$ cat src/evx_defs.svh
`ifndef EVX_DEFS_SVH
`define EVX_DEFS_SVH
`define EVX_VEC_W        8
`define EVX_DIV_W        16
`define EVX_SRC_N        19
`define EVX_RESERVED_TOP 8'h1f
`define EVX_VEC_DE       8'h00
`define EVX_VEC_DB       8'h01
`define EVX_VEC_NMI      8'h02
`define EVX_VEC_BP       8'h03
`define EVX_VEC_OF       8'h04
`define EVX_VEC_BR       8'h05
`define EVX_VEC_UD       8'h06
`define EVX_VEC_NM       8'h07
`define EVX_VEC_DF       8'h08
`define EVX_VEC_TS       8'h0a
`define EVX_VEC_NP       8'h0b
`define EVX_VEC_SS       8'h0c
`define EVX_VEC_GP       8'h0d
`define EVX_VEC_PF       8'h0e
`define EVX_VEC_MF       8'h10
`define EVX_VEC_AC       8'h11
`define EVX_VEC_MC       8'h12
`define EVX_VEC_XF       8'h13
`define EVX_VEC_SX       8'h1e
`define EVX_ZERO16       16'h0000
`define EVX_ZERO8        8'h00
`define EVX_SMIN8        8'h80
`define EVX_SMAX8        8'h7f
`endif

$ cat src/evx_pkg.sv
package evx_pkg;
  // Kind of event
  typedef enum logic [1:0] {
    EVX_KIND_NONE  = 2'b00,
    EVX_KIND_FAULT = 2'b01,
    EVX_KIND_TRAP  = 2'b10,
    EVX_KIND_ABORT = 2'b11
  } evx_kind_t;
  // Class for double-fault escalation
  typedef enum logic [1:0] {
    EVX_CLS_NONE    = 2'b00,
    EVX_CLS_BENIGN  = 2'b01,
    EVX_CLS_CONTRIB = 2'b10,
    EVX_CLS_EITHER  = 2'b11
  } evx_cls_t;
  typedef enum logic [1:0] {
    EVX_ST_IDLE = 2'b00,
    EVX_ST_SHOW = 2'b01
  } evx_state_t;
  // Precision: none means unclassified
  typedef enum logic [1:0] {
    EVX_PREC_NONE = 2'b00,
    EVX_PREC_YES  = 2'b01,
    EVX_PREC_NO   = 2'b10
  } evx_prec_t;
endpackage

$ cat src/evx_div_if.sv
`timescale 1ns/1ps
`default_nettype none
// Divide check request and verdict
interface evx_div_if;
  logic        req;
  logic        signed_op;
  logic [15:0] dividend;
  logic [7:0]  divisor;
  logic        err;
  modport chk (input req, input signed_op, input dividend, input divisor, output err);
  modport use_end (output req, output signed_op, output dividend, output divisor, input err);
endinterface
`default_nettype wire

$ cat src/evx_div_check.sv
`timescale 1ns/1ps
`default_nettype none
`include "evx_defs.svh"
// Combinational divide-error detector, 16 by 8 bit divide
module evx_div_check (
  evx_div_if.chk port_if
);
  logic [15:0] mag_n;
  logic [7:0]  mag_d;
  logic [15:0] uq;
  logic        neg;
  logic        zero_d;
  logic        ovf;
  // Quotient range check; zero divisor guarded before the divide
  always_comb begin
    zero_d = (port_if.divisor == `EVX_ZERO8);
    neg    = port_if.signed_op & (port_if.dividend[15] ^ port_if.divisor[7]);
    mag_n  = (port_if.signed_op && port_if.dividend[15]) ? 16'(-port_if.dividend)
                                                         : port_if.dividend;
    mag_d  = (port_if.signed_op && port_if.divisor[7]) ? 8'(-port_if.divisor)
                                                       : port_if.divisor;
    uq     = zero_d ? `EVX_ZERO16 : (mag_n / 16'(mag_d));
    if (!port_if.signed_op) begin
      ovf = (uq[15:8] != `EVX_ZERO8);
    end else if (neg) begin
      ovf = (uq > 16'({`EVX_ZERO8, `EVX_SMIN8}));
    end else begin
      ovf = (uq > 16'({`EVX_ZERO8, `EVX_SMAX8}));
    end
    port_if.err = port_if.req & (zero_d | ovf);
  end
endmodule // evx_div_check
`default_nettype wire

$ cat src/evx_vector_map.sv
`timescale 1ns/1ps
`default_nettype none
`include "evx_defs.svh"
module evx_vector_map (
  input  wire logic        clk_sys_in,
  input  wire logic        rst_in,
  input  wire logic        div_req_in,
  input  wire logic        div_signed_in,
  input  wire logic [15:0] div_dividend_in,
  input  wire logic [7:0]  div_divisor_in,
  input  wire logic        debug_exc_in,
  input  wire logic        debug_is_trap_in,
  input  wire logic        nmi_in,
  input  wire logic        breakpoint_exc_in,
  input  wire logic        overflow_exc_in,
  input  wire logic        bound_range_exc_in,
  input  wire logic        invalid_opcode_exc_in,
  input  wire logic        device_unavailable_exc_in,
  input  wire logic        double_fault_exc_in,
  input  wire logic        invalid_task_segment_exc_in,
  input  wire logic        segment_absent_exc_in,
  input  wire logic        stack_exc_in,
  input  wire logic        general_protection_exc_in,
  input  wire logic        page_fault_exc_in,
  input  wire logic        float_pending_exc_in,
  input  wire logic        alignment_check_exc_in,
  input  wire logic        machine_check_exc_in,
  input  wire logic        simd_float_exc_in,
  input  wire logic        security_exc_in,
  input  wire logic        software_interrupt_instr_in,
  input  wire logic [7:0]  software_vector_in,
  input  wire logic        maskable_external_irq_in,
  input  wire logic [7:0]  external_vector_in,
  input  wire logic        interrupt_enable_flag_in,
  input  wire logic [63:0] cur_ip_in,
  input  wire logic [63:0] next_ip_in,
  output logic             event_valid_out,
  output logic [7:0]       event_vector_out,
  output logic [1:0]       event_kind_out,
  output logic [1:0]       event_prec_out,
  output logic [1:0]       event_class_out,
  output logic             event_err_code_out,
  output logic             event_discard_out,
  output logic [63:0]      saved_ip_out,
  output logic             irq_ack_out,
  output logic             irq_pending_out
);
  typedef struct packed {
    evx_pkg::evx_state_t st;
    logic                valid;
    logic [7:0]          vec;
    evx_pkg::evx_kind_t  kind;
    evx_pkg::evx_prec_t  prec;
    evx_pkg::evx_cls_t   cls;
    logic                err_code;
    logic                discard;
    logic [63:0]         ip;
    logic                ack;
    logic                pend;
  } evx_state_s_t;

  evx_state_s_t state_r;
  evx_state_s_t state_nxt;
  logic         div_err;
  logic         take_irq;

  // Divide check kept out of the priority path
  evx_div_if div_port();
  assign div_port.req       = div_req_in;
  assign div_port.signed_op = div_signed_in;
  assign div_port.dividend  = div_dividend_in;
  assign div_port.divisor   = div_divisor_in;
  assign div_err            = div_port.err;

  evx_div_check u_div (
    .port_if (div_port.chk)
  );

  // Maskable request held pending until the enable flag allows it
  assign take_irq = maskable_external_irq_in & interrupt_enable_flag_in;

  // Fixed priority: aborts first, then faults by vector, then traps, then interrupts
  always_comb begin
    state_nxt          = state_r;
    state_nxt.valid    = 1'b0;
    state_nxt.ack      = 1'b0;
    state_nxt.pend     = maskable_external_irq_in & ~interrupt_enable_flag_in;
    state_nxt.vec      = `EVX_VEC_DE;
    state_nxt.kind     = evx_pkg::EVX_KIND_NONE;
    state_nxt.prec     = evx_pkg::EVX_PREC_NONE;
    state_nxt.cls      = evx_pkg::EVX_CLS_NONE;
    state_nxt.err_code = 1'b0;
    state_nxt.discard  = 1'b0;
    state_nxt.ip       = cur_ip_in;
    state_nxt.st       = evx_pkg::EVX_ST_IDLE;
    // Only one branch wins, so one event per cycle
    if (double_fault_exc_in) begin
      state_nxt.vec      = `EVX_VEC_DF;
      state_nxt.kind     = evx_pkg::EVX_KIND_ABORT;
      state_nxt.prec     = evx_pkg::EVX_PREC_NO;
      state_nxt.err_code = 1'b1;
      state_nxt.valid    = 1'b1;
    end else if (machine_check_exc_in) begin
      state_nxt.vec   = `EVX_VEC_MC;
      state_nxt.kind  = evx_pkg::EVX_KIND_ABORT;
      state_nxt.prec  = evx_pkg::EVX_PREC_NO;
      state_nxt.valid = 1'b1;
    end else if (div_err) begin
      // Never gated by any enable input
      state_nxt.vec      = `EVX_VEC_DE;
      state_nxt.kind     = evx_pkg::EVX_KIND_FAULT;
      state_nxt.prec     = evx_pkg::EVX_PREC_YES;
      state_nxt.cls      = evx_pkg::EVX_CLS_CONTRIB;
      state_nxt.err_code = 1'b0;
      state_nxt.ip       = cur_ip_in;
      state_nxt.valid    = 1'b1;
    end else if (debug_exc_in) begin
      state_nxt.vec   = `EVX_VEC_DB;
      state_nxt.kind  = debug_is_trap_in ? evx_pkg::EVX_KIND_TRAP : evx_pkg::EVX_KIND_FAULT;
      state_nxt.prec  = evx_pkg::EVX_PREC_YES;
      state_nxt.cls   = evx_pkg::EVX_CLS_BENIGN;
      state_nxt.valid = 1'b1;
    end else if (bound_range_exc_in) begin
      state_nxt.vec   = `EVX_VEC_BR;
      state_nxt.kind  = evx_pkg::EVX_KIND_FAULT;
      state_nxt.prec  = evx_pkg::EVX_PREC_YES;
      state_nxt.cls   = evx_pkg::EVX_CLS_BENIGN;
      state_nxt.valid = 1'b1;
    end else if (invalid_opcode_exc_in) begin
      state_nxt.vec   = `EVX_VEC_UD;
      state_nxt.kind  = evx_pkg::EVX_KIND_FAULT;
      state_nxt.prec  = evx_pkg::EVX_PREC_YES;
      state_nxt.cls   = evx_pkg::EVX_CLS_BENIGN;
      state_nxt.valid = 1'b1;
    end else if (device_unavailable_exc_in) begin
      state_nxt.vec   = `EVX_VEC_NM;
      state_nxt.kind  = evx_pkg::EVX_KIND_FAULT;
      state_nxt.prec  = evx_pkg::EVX_PREC_YES;
      state_nxt.cls   = evx_pkg::EVX_CLS_BENIGN;
      state_nxt.valid = 1'b1;
    end else if (invalid_task_segment_exc_in) begin
      state_nxt.vec      = `EVX_VEC_TS;
      state_nxt.kind     = evx_pkg::EVX_KIND_FAULT;
      state_nxt.prec     = evx_pkg::EVX_PREC_YES;
      state_nxt.cls      = evx_pkg::EVX_CLS_CONTRIB;
      state_nxt.err_code = 1'b1;
      state_nxt.valid    = 1'b1;
    end else if (segment_absent_exc_in) begin
      state_nxt.vec      = `EVX_VEC_NP;
      state_nxt.kind     = evx_pkg::EVX_KIND_FAULT;
      state_nxt.prec     = evx_pkg::EVX_PREC_YES;
      state_nxt.cls      = evx_pkg::EVX_CLS_CONTRIB;
      state_nxt.err_code = 1'b1;
      state_nxt.valid    = 1'b1;
    end else if (stack_exc_in) begin
      state_nxt.vec      = `EVX_VEC_SS;
      state_nxt.kind     = evx_pkg::EVX_KIND_FAULT;
      state_nxt.prec     = evx_pkg::EVX_PREC_YES;
      state_nxt.cls      = evx_pkg::EVX_CLS_CONTRIB;
      state_nxt.err_code = 1'b1;
      state_nxt.valid    = 1'b1;
    end else if (general_protection_exc_in) begin
      state_nxt.vec      = `EVX_VEC_GP;
      state_nxt.kind     = evx_pkg::EVX_KIND_FAULT;
      state_nxt.prec     = evx_pkg::EVX_PREC_YES;
      state_nxt.cls      = evx_pkg::EVX_CLS_CONTRIB;
      state_nxt.err_code = 1'b1;
      state_nxt.valid    = 1'b1;
    end else if (page_fault_exc_in) begin
      state_nxt.vec      = `EVX_VEC_PF;
      state_nxt.kind     = evx_pkg::EVX_KIND_FAULT;
      state_nxt.prec     = evx_pkg::EVX_PREC_YES;
      state_nxt.cls      = evx_pkg::EVX_CLS_EITHER;
      state_nxt.err_code = 1'b1;
      state_nxt.valid    = 1'b1;
    end else if (float_pending_exc_in) begin
      state_nxt.vec   = `EVX_VEC_MF;
      state_nxt.kind  = evx_pkg::EVX_KIND_FAULT;
      state_nxt.prec  = evx_pkg::EVX_PREC_NO;
      state_nxt.cls   = evx_pkg::EVX_CLS_BENIGN;
      state_nxt.valid = 1'b1;
    end else if (alignment_check_exc_in) begin
      state_nxt.vec      = `EVX_VEC_AC;
      state_nxt.kind     = evx_pkg::EVX_KIND_FAULT;
      state_nxt.prec     = evx_pkg::EVX_PREC_YES;
      state_nxt.cls      = evx_pkg::EVX_CLS_BENIGN;
      state_nxt.err_code = 1'b1;
      state_nxt.valid    = 1'b1;
    end else if (simd_float_exc_in) begin
      state_nxt.vec   = `EVX_VEC_XF;
      state_nxt.kind  = evx_pkg::EVX_KIND_FAULT;
      state_nxt.prec  = evx_pkg::EVX_PREC_YES;
      state_nxt.cls   = evx_pkg::EVX_CLS_BENIGN;
      state_nxt.valid = 1'b1;
    end else if (security_exc_in) begin
      state_nxt.vec      = `EVX_VEC_SX;
      state_nxt.prec     = evx_pkg::EVX_PREC_YES;
      state_nxt.cls      = evx_pkg::EVX_CLS_CONTRIB;
      state_nxt.err_code = 1'b1;
      state_nxt.valid    = 1'b1;
    end else if (breakpoint_exc_in) begin
      state_nxt.vec   = `EVX_VEC_BP;
      state_nxt.kind  = evx_pkg::EVX_KIND_TRAP;
      state_nxt.prec  = evx_pkg::EVX_PREC_YES;
      state_nxt.cls   = evx_pkg::EVX_CLS_BENIGN;
      state_nxt.valid = 1'b1;
    end else if (overflow_exc_in) begin
      state_nxt.vec   = `EVX_VEC_OF;
      state_nxt.kind  = evx_pkg::EVX_KIND_TRAP;
      state_nxt.prec  = evx_pkg::EVX_PREC_YES;
      state_nxt.cls   = evx_pkg::EVX_CLS_BENIGN;
      state_nxt.valid = 1'b1;
    end else if (software_interrupt_instr_in) begin
      state_nxt.vec   = software_vector_in;
      state_nxt.cls   = evx_pkg::EVX_CLS_BENIGN;
      state_nxt.ip    = next_ip_in;
      state_nxt.valid = 1'b1;
    end else if (nmi_in) begin
      state_nxt.vec   = `EVX_VEC_NMI;
      state_nxt.ip    = next_ip_in;
      state_nxt.valid = 1'b1;
    end else if (take_irq) begin
      // No type or precision for external requests
      state_nxt.vec   = external_vector_in;
      state_nxt.cls   = evx_pkg::EVX_CLS_BENIGN;
      state_nxt.ip    = next_ip_in;
      state_nxt.ack   = 1'b1;
      state_nxt.valid = 1'b1;
    end
    // An enabled maskable request that loses to a taken event is flagged pending
    if (take_irq && !state_nxt.ack) begin
      state_nxt.pend = 1'b1;
    end
    // Traps resume after the instruction, faults restart it
    if (state_nxt.kind == evx_pkg::EVX_KIND_TRAP) begin
      state_nxt.ip = next_ip_in;
    end
    state_nxt.discard = (state_nxt.kind == evx_pkg::EVX_KIND_FAULT);
    if (state_nxt.valid) begin
      state_nxt.st = evx_pkg::EVX_ST_SHOW;
    end
    case (state_r.st)
      evx_pkg::EVX_ST_IDLE: ;
      evx_pkg::EVX_ST_SHOW: ;
      default: state_nxt.st = evx_pkg::EVX_ST_IDLE;
    endcase
    // Vectors 9, 15, 20-29, 31 have no source wired above
    // Fixed 8-bit code per exception source selects the handler; software and external requests supply their own
  end

  // Single state register, cleared synchronously
  always_ff @(posedge clk_sys_in) begin
    if (rst_in) begin
      state_r <= '0;
    end else begin
      state_r <= state_nxt;
    end
  end

  assign event_valid_out    = state_r.valid;
  assign event_vector_out   = state_r.vec;
  assign event_kind_out     = state_r.kind;
  assign event_prec_out     = state_r.prec;
  assign event_class_out    = state_r.cls;
  assign event_err_code_out = state_r.err_code;
  assign event_discard_out  = state_r.discard;
  assign saved_ip_out       = state_r.ip;
  assign irq_ack_out        = state_r.ack;
  assign irq_pending_out    = state_r.pend;
endmodule // evx_vector_map
`default_nettype wire

$ cat config.mk
export PLATFORM = sky130hd
export DESIGN_NAME = evx_vector_map
export DESIGN_NICKNAME = d
export VERILOG_FILES = /design/src/evx_pkg.sv /design/src/evx_div_if.sv /design/src/evx_div_check.sv /design/src/evx_vector_map.sv
export VERILOG_INCLUDE_DIRS = /design/src
export SDC_FILE = /design/constraint.sdc
export NUM_CORES = 1
export LEC_CHECK = 0
export ABC_AREA = 1
export BUFFER_PORTS_ARGS = -buffer_cell sky130_fd_sc_hd__buf_2
export CORE_MARGIN = 2
export CORE_UTILIZATION = 30
export DETAILED_ROUTE_END_ITERATION = 10
export GPL_ROUTABILITY_DRIVEN = 0
export SYNTH_ARGS = -nofsm -noshare
export SYNTH_HDL_FRONTEND = slang
export SYNTH_SLANG_ARGS = --single-unit
$ cat constraint.sdc
create_clock -name clk_sys_in -period 44.6 [get_ports clk_sys_in]
set_input_delay 6.69 -clock clk_sys_in [delete_from_list [all_inputs] [get_ports clk_sys_in]]
set_output_delay 6.69 -clock clk_sys_in [all_outputs]
set_load 0.005 [all_outputs]
# Word-level counts from Yosys, hierarchy flattened
# Cells that the tools add are included.
[totals]
register_bits = 83
output_inout_bits = 83
input_bits = 194
elab_cells = 123
[op_classes]
n_mux = 82
n_eq_ne = 2
magnitude_cmp = 2
n_addsub = 2
div_mod_pow = 1
n_reduce_logical = 11
n_bitwise = 7
[ops]
columns = ["operator", "count"]
rows = [
  ["$mux W65", 18],
  ["$mux W16", 22],
  ["$mux W64", 4],
  ["$mux W15", 7],
  ["$mux W9", 5],
  ["$mux W13", 2],
  ["$mux W1", 19],
  ["$div A16 B8 Y16", 1],
  ["$gt A16 B7 Y1 const B", 1],
  ["$gt A16 B8 Y1 const B", 1],
  ["$neg A16 Y16", 1],
  ["$reduce_or A14 Y1", 1],
  ["$logic_not A8 Y1", 1],
  ["$mux W4", 2],
  ["$mux W8", 1],
  ["$neg A8 Y8", 1],
  ["$reduce_bool A8 Y1", 1],
  ["$reduce_or A5 Y1", 1],
  ["$and A1 B1 Y1", 4],
  ["$mux W2", 2],
  ["$reduce_or A4 Y1", 1],
  ["$logic_and A1 B1 Y1", 3],
  ["$reduce_or A3 Y1", 1],
  ["$eq A2 B1 Y1 const B", 1],
  ["6 further kinds", 6],
]

# Depth between registers and ports, before layout
[logic_depth]
depth_word = 37
ltp_mapped = 223

# Hierarchy
# From an unflattened synthesis, not the netlist that was laid out.
[hier_totals]
hier_cells = 1415
hier_area_um2 = 9180.1
[by_module_without_submodules]
columns = ["module", "seq_area_each_um2", "area_per_inst_um2", "cells_each", "n_inst"]
rows = [
  ["evx_div_check", 0.0, 5870.6, 977, 1],
  ["evx_vector_map", 1661.6, 3309.4, 438, 1],
]

# Worst setup path before layout
# Ideal clock, no wire load.
[synth_timing]
path_kind = "input to register"
from = "input div_divisor_in[0]"
to = "register state_r, in the netlist saved_ip_out[49]"
path_stages = 207
slack_ps = 9251
n_path_buf = 12
required_ps = 44485
setup_ps = 115
t_arrival_ps = 35234
cell_sequence = "inv_1 > ha_1 > o21ai_0 > nand2_1 > nor2_2 > nand3_1 > nand2_1 > nand2_1 > inv_1 > ha_1 > o21ai_0 > nand2_1 > nand3_1 > nand2_1 > and2_1 > ha_1 > inv_1 > o21bai_1 > [171 not listed] > o21a_1 > o21ai_0 > nand2_1 > a21oi_1 > o21bai_1 > a21o_1 > a21oi_1 > nand4_1 > nor2_1 > nand3_1 > nand2_1 > nand2_2 > nand2_4 > nand4_2 > buf_2 > buf_6 > a21oi_1 > nor2_1"
[synth_between]
elab_chain_len = 14
[synth_rtl]
columns = ["item", "line_no", "source"]
rows = [
  ["start: declaration", "evx_vector_map.sv:10", "input wire logic [7:0] div_divisor_in,"],
  ["$neg A8 Y8", "evx_div_check.sv:20", "mag_d = (port_if.signed_op && port_if.divisor[7]) ? 8'(-port_if.divisor)"],
  ["$mux W8", "evx_div_check.sv:20", ""],
  ["$div A16 B8 Y16", "evx_div_check.sv:22", "uq = zero_d ? `EVX_ZERO16 : (mag_n / 16'(mag_d));"],
  ["$mux W16", "evx_div_check.sv:22", ""],
  ["$gt A16 B7 Y1 / $gt A16 B8 Y1 (equally long branches)", "evx_div_check.sv:28, evx_div_check.sv:26", ""],
  ["$mux W1", "evx_div_check.sv:25", "end else if (neg) begin"],
  ["$mux W1", "evx_div_check.sv:23", "if (!port_if.signed_op) begin"],
  ["$or A1 B1 Y1 *", "evx_div_check.sv:30", "port_if.err = port_if.req & (zero_d | ovf);"],
  ["$and A1 B1 Y1 *", "evx_div_check.sv:30", ""],
  ["$mux W16", "evx_vector_map.sv:108", "end else if (div_err) begin"],
  ["$mux W13", "evx_vector_map.sv:103", "end else if (machine_check_exc_in) begin"],
  ["$mux W13", "evx_vector_map.sv:97", "if (double_fault_exc_in) begin"],
  ["$eq A2 B2 Y1", "evx_vector_map.sv:235", "if (state_nxt.kind == evx_pkg::EVX_KIND_TRAP) begin"],
  ["$mux W64 *", "evx_vector_map.sv:235", ""],
  ["end signal: assignment", "evx_vector_map.sv:256", "state_r <= state_nxt;"],
  ["end: declaration", "evx_vector_map.sv:62", "evx_state_s_t state_r;"],
]
# Mark *: on every way between the ends. The rest lies on a longest branch, timed or not.
# A chain may end at the register's enable or synchronous reset.

# Worst setup path in the final report
[layout_timing]
from = "input div_divisor_in[0]"
to = "register state_r, in the netlist saved_ip_out[47]"
# The elaborated chain is that of the path after synthesis.

==> impl_metrics.ini <==
[worst_setup_path]
critPathMaxStageDelay_ns = 0.73
cp_data_arrival_time_ns = 39.02
worstPathRequired_ns = 44.87
cp_slowest_cell = buf_4
cp_max_fo = 83
crit_buf_inv = 32
crit_cells = 203
timing.critical_path.mode_cell = nand2_1
end_kind = flop
cpLargestDelayFamily = compound AO/OA/AOI/OAI gates
crit_path_start_kind = primary input
crit_type = in2reg

[clock_network]
clockBufferDepth = 2
clk_pin_slew_ns = 0.07
cts_tree = done
clock-root-buffer = clkbuf_16
postCtsSetupRepairBufs = 0
ctsHoldBuffers = 0
cts_sinks = 83
cts_resized = 0
htreeDepth = 3
numCtsBuffers = 9

[min_path]
hold_path.class = in2reg
hold_depth = 3

[flow_run]
max-cap-violations = 0

[sta]
fmax_ghz = 0.0258
finalWorstSetupSlack_ns = 5.85
finalCritPeriodShare = 0.869
worst_slew_pin_slew_ns = 1.09
rsz0062_at_grt = false
slew_violations = 0
setup_viol = 0
period_needed_ns = 38.75
tns_ns = 0
slew_headroom = 0.271
finalHoldViolCount = 0

[floorplan]
rows = 67
ios = 277
dieWidth_um = 188
floorplan.initialDensity = 0.304
dieArea_um2 = 35500
core_um2 = 33500
die_y_um = 188

[placed_design]
port_buffers = 276
place_inst = 2243
dpl_worst_slack_ns = 5.64
hpwlAfterDp_um = 24400

[logic_synthesis]
ys_top_cells_by_count = nand2_1, inv_1, nor2_1, ha_1, dfxtp_1
async_flop_share = 0
syn_nets = 1856
synthFlopType = dfxtp_1
yosysWarnings = 0
synth.most_common_cell = nand2_1
synth_area_leaders = dfxtp_1, ha_1, nand2_1
netlist_instances = 1558
yosys.area.top_type_share = 0.163
seq_area_frac_synth = 0.163
synth_area_um2 = 10200
ys_ff_latch = 83
ys_types = 56
synth-edff-count = 0
syn_area_per_cell_um2 = 6.55
synth_top_area_cell = dfxtp_1

[global_route]
grt_pass1_wl_um = 48500
overflow = 0
grt_pass1_vias = 9808
grt_start_max_net_pins = 84
antenna_found_initial = 1
globalRouteTotalUtil = 0.166

[cells_and_area]
fin_nets = 2104
instances_no_fill = 2260
drive_gt1_frac = 0.258
utilization = 0.362
nFillCells = 3681
areaGrowthSynthToFinish_pct = 18.9

[route]
first_pass_iters = 5
wl_per_cell_um = 13.4
vias = 10500
drc_errors = 0
drt-initial-drc-count = 427
totalWireLength_um = 30200
ant_nets = 0
via_per_inst = 4.64

[run_status]
status = complete, no violations
cell type report:
class                           count  area (µm²)  share of cell area
Multi-Input combinational cell   1185        7240               0.597
Timing Repair Buffer              284        1440               0.119
Inverter                          243         915              0.0754
Clock inverter                      6        70.1             0.00577
Clock buffer                       10         239              0.0197
Tap cell                          448         561              0.0462
Antenna cell                        1        2.50            0.000206
Sequential cell                    83        1660               0.137
kinds of logic (layout without fill, tap and decap cells):
group,after synthesis,count (layout),synth area share
compound gates,263,263,0.159
buf+inv,290,543,0.129
flops,83,83,0.163
xor+xnor,71,71,0.0609
fa+ha+maj,104,104,0.128
simple gates,747,747,0.361
other cells,0,1,0
flip-flops by register name, indices dropped and copies added, names as in the netlist:
| signal | count |
|---|---|
| event_prec_out | 2 |
| event_kind_out | 2 |
| irq_pending_out | 1 |
| event_discard_out | 1 |
| saved_ip_out | 64 |
| event_class_out | 2 |
| event_err_code_out | 1 |
| event_vector_out | 8 |
| irq_ack_out | 1 |
| event_valid_out | 1 |
final timing paths:
| path | endpoint | slack [ns] | from |
|---|---|---|---|
| max | saved_ip_out[47] | 5.85 | div_divisor_in[0] |
| min | saved_ip_out[57] | 6.56 | next_ip_in[57] |
cell usage in the layout (no fill, tap or decap), types with 13 or more instances in the layout:
master / count
nand2_2: 25
nor3_1: 17
xor2_1: 38
nand3_1: 82
nor2_1: 142
inv_2: 15
a21o_1: 31
nand4_1: 13
xnor2_1: 33
o21ai_0: 67
nand2_1: 345
dfxtp_1: 83
a21oi_2: 16
ha_1: 104
nand3_2: 73
o21ai_1: 13
inv_1: 224
buf_2: 276
o21bai_1: 15
a21oi_1: 82
through the flow:
stage          hold WS (ns)  cell area, µm²
2_1_floorplan          6.76           10200
3_3_place_gp           6.91           11800
3_5_place_dp           6.91           11800
4_1_cts                6.54           12100
5_1_grt                6.55           12100
6_report               6.56           12100
routing by layer:
| layer | GRT usage | share of wire | up-vias | wire length [µm] |
|---|---|---|---|---|
| met5 | 0 | 0 | - | 0 |
| met4 | 0.0400 | 0.019 | 0 | 571 |
| met3 | 0.0263 | 0.044 | 39 | 1320 |
| met2 | 0.298 | 0.49 | 217 | 14800 |
| met1 | 0.208 | 0.45 | 4671 | 13500 |
| li1 | - | - | 5551 | - |
Power is not shown: default switching activity piles up to over one toggle a cycle in this logic, so the estimate is an artifact.
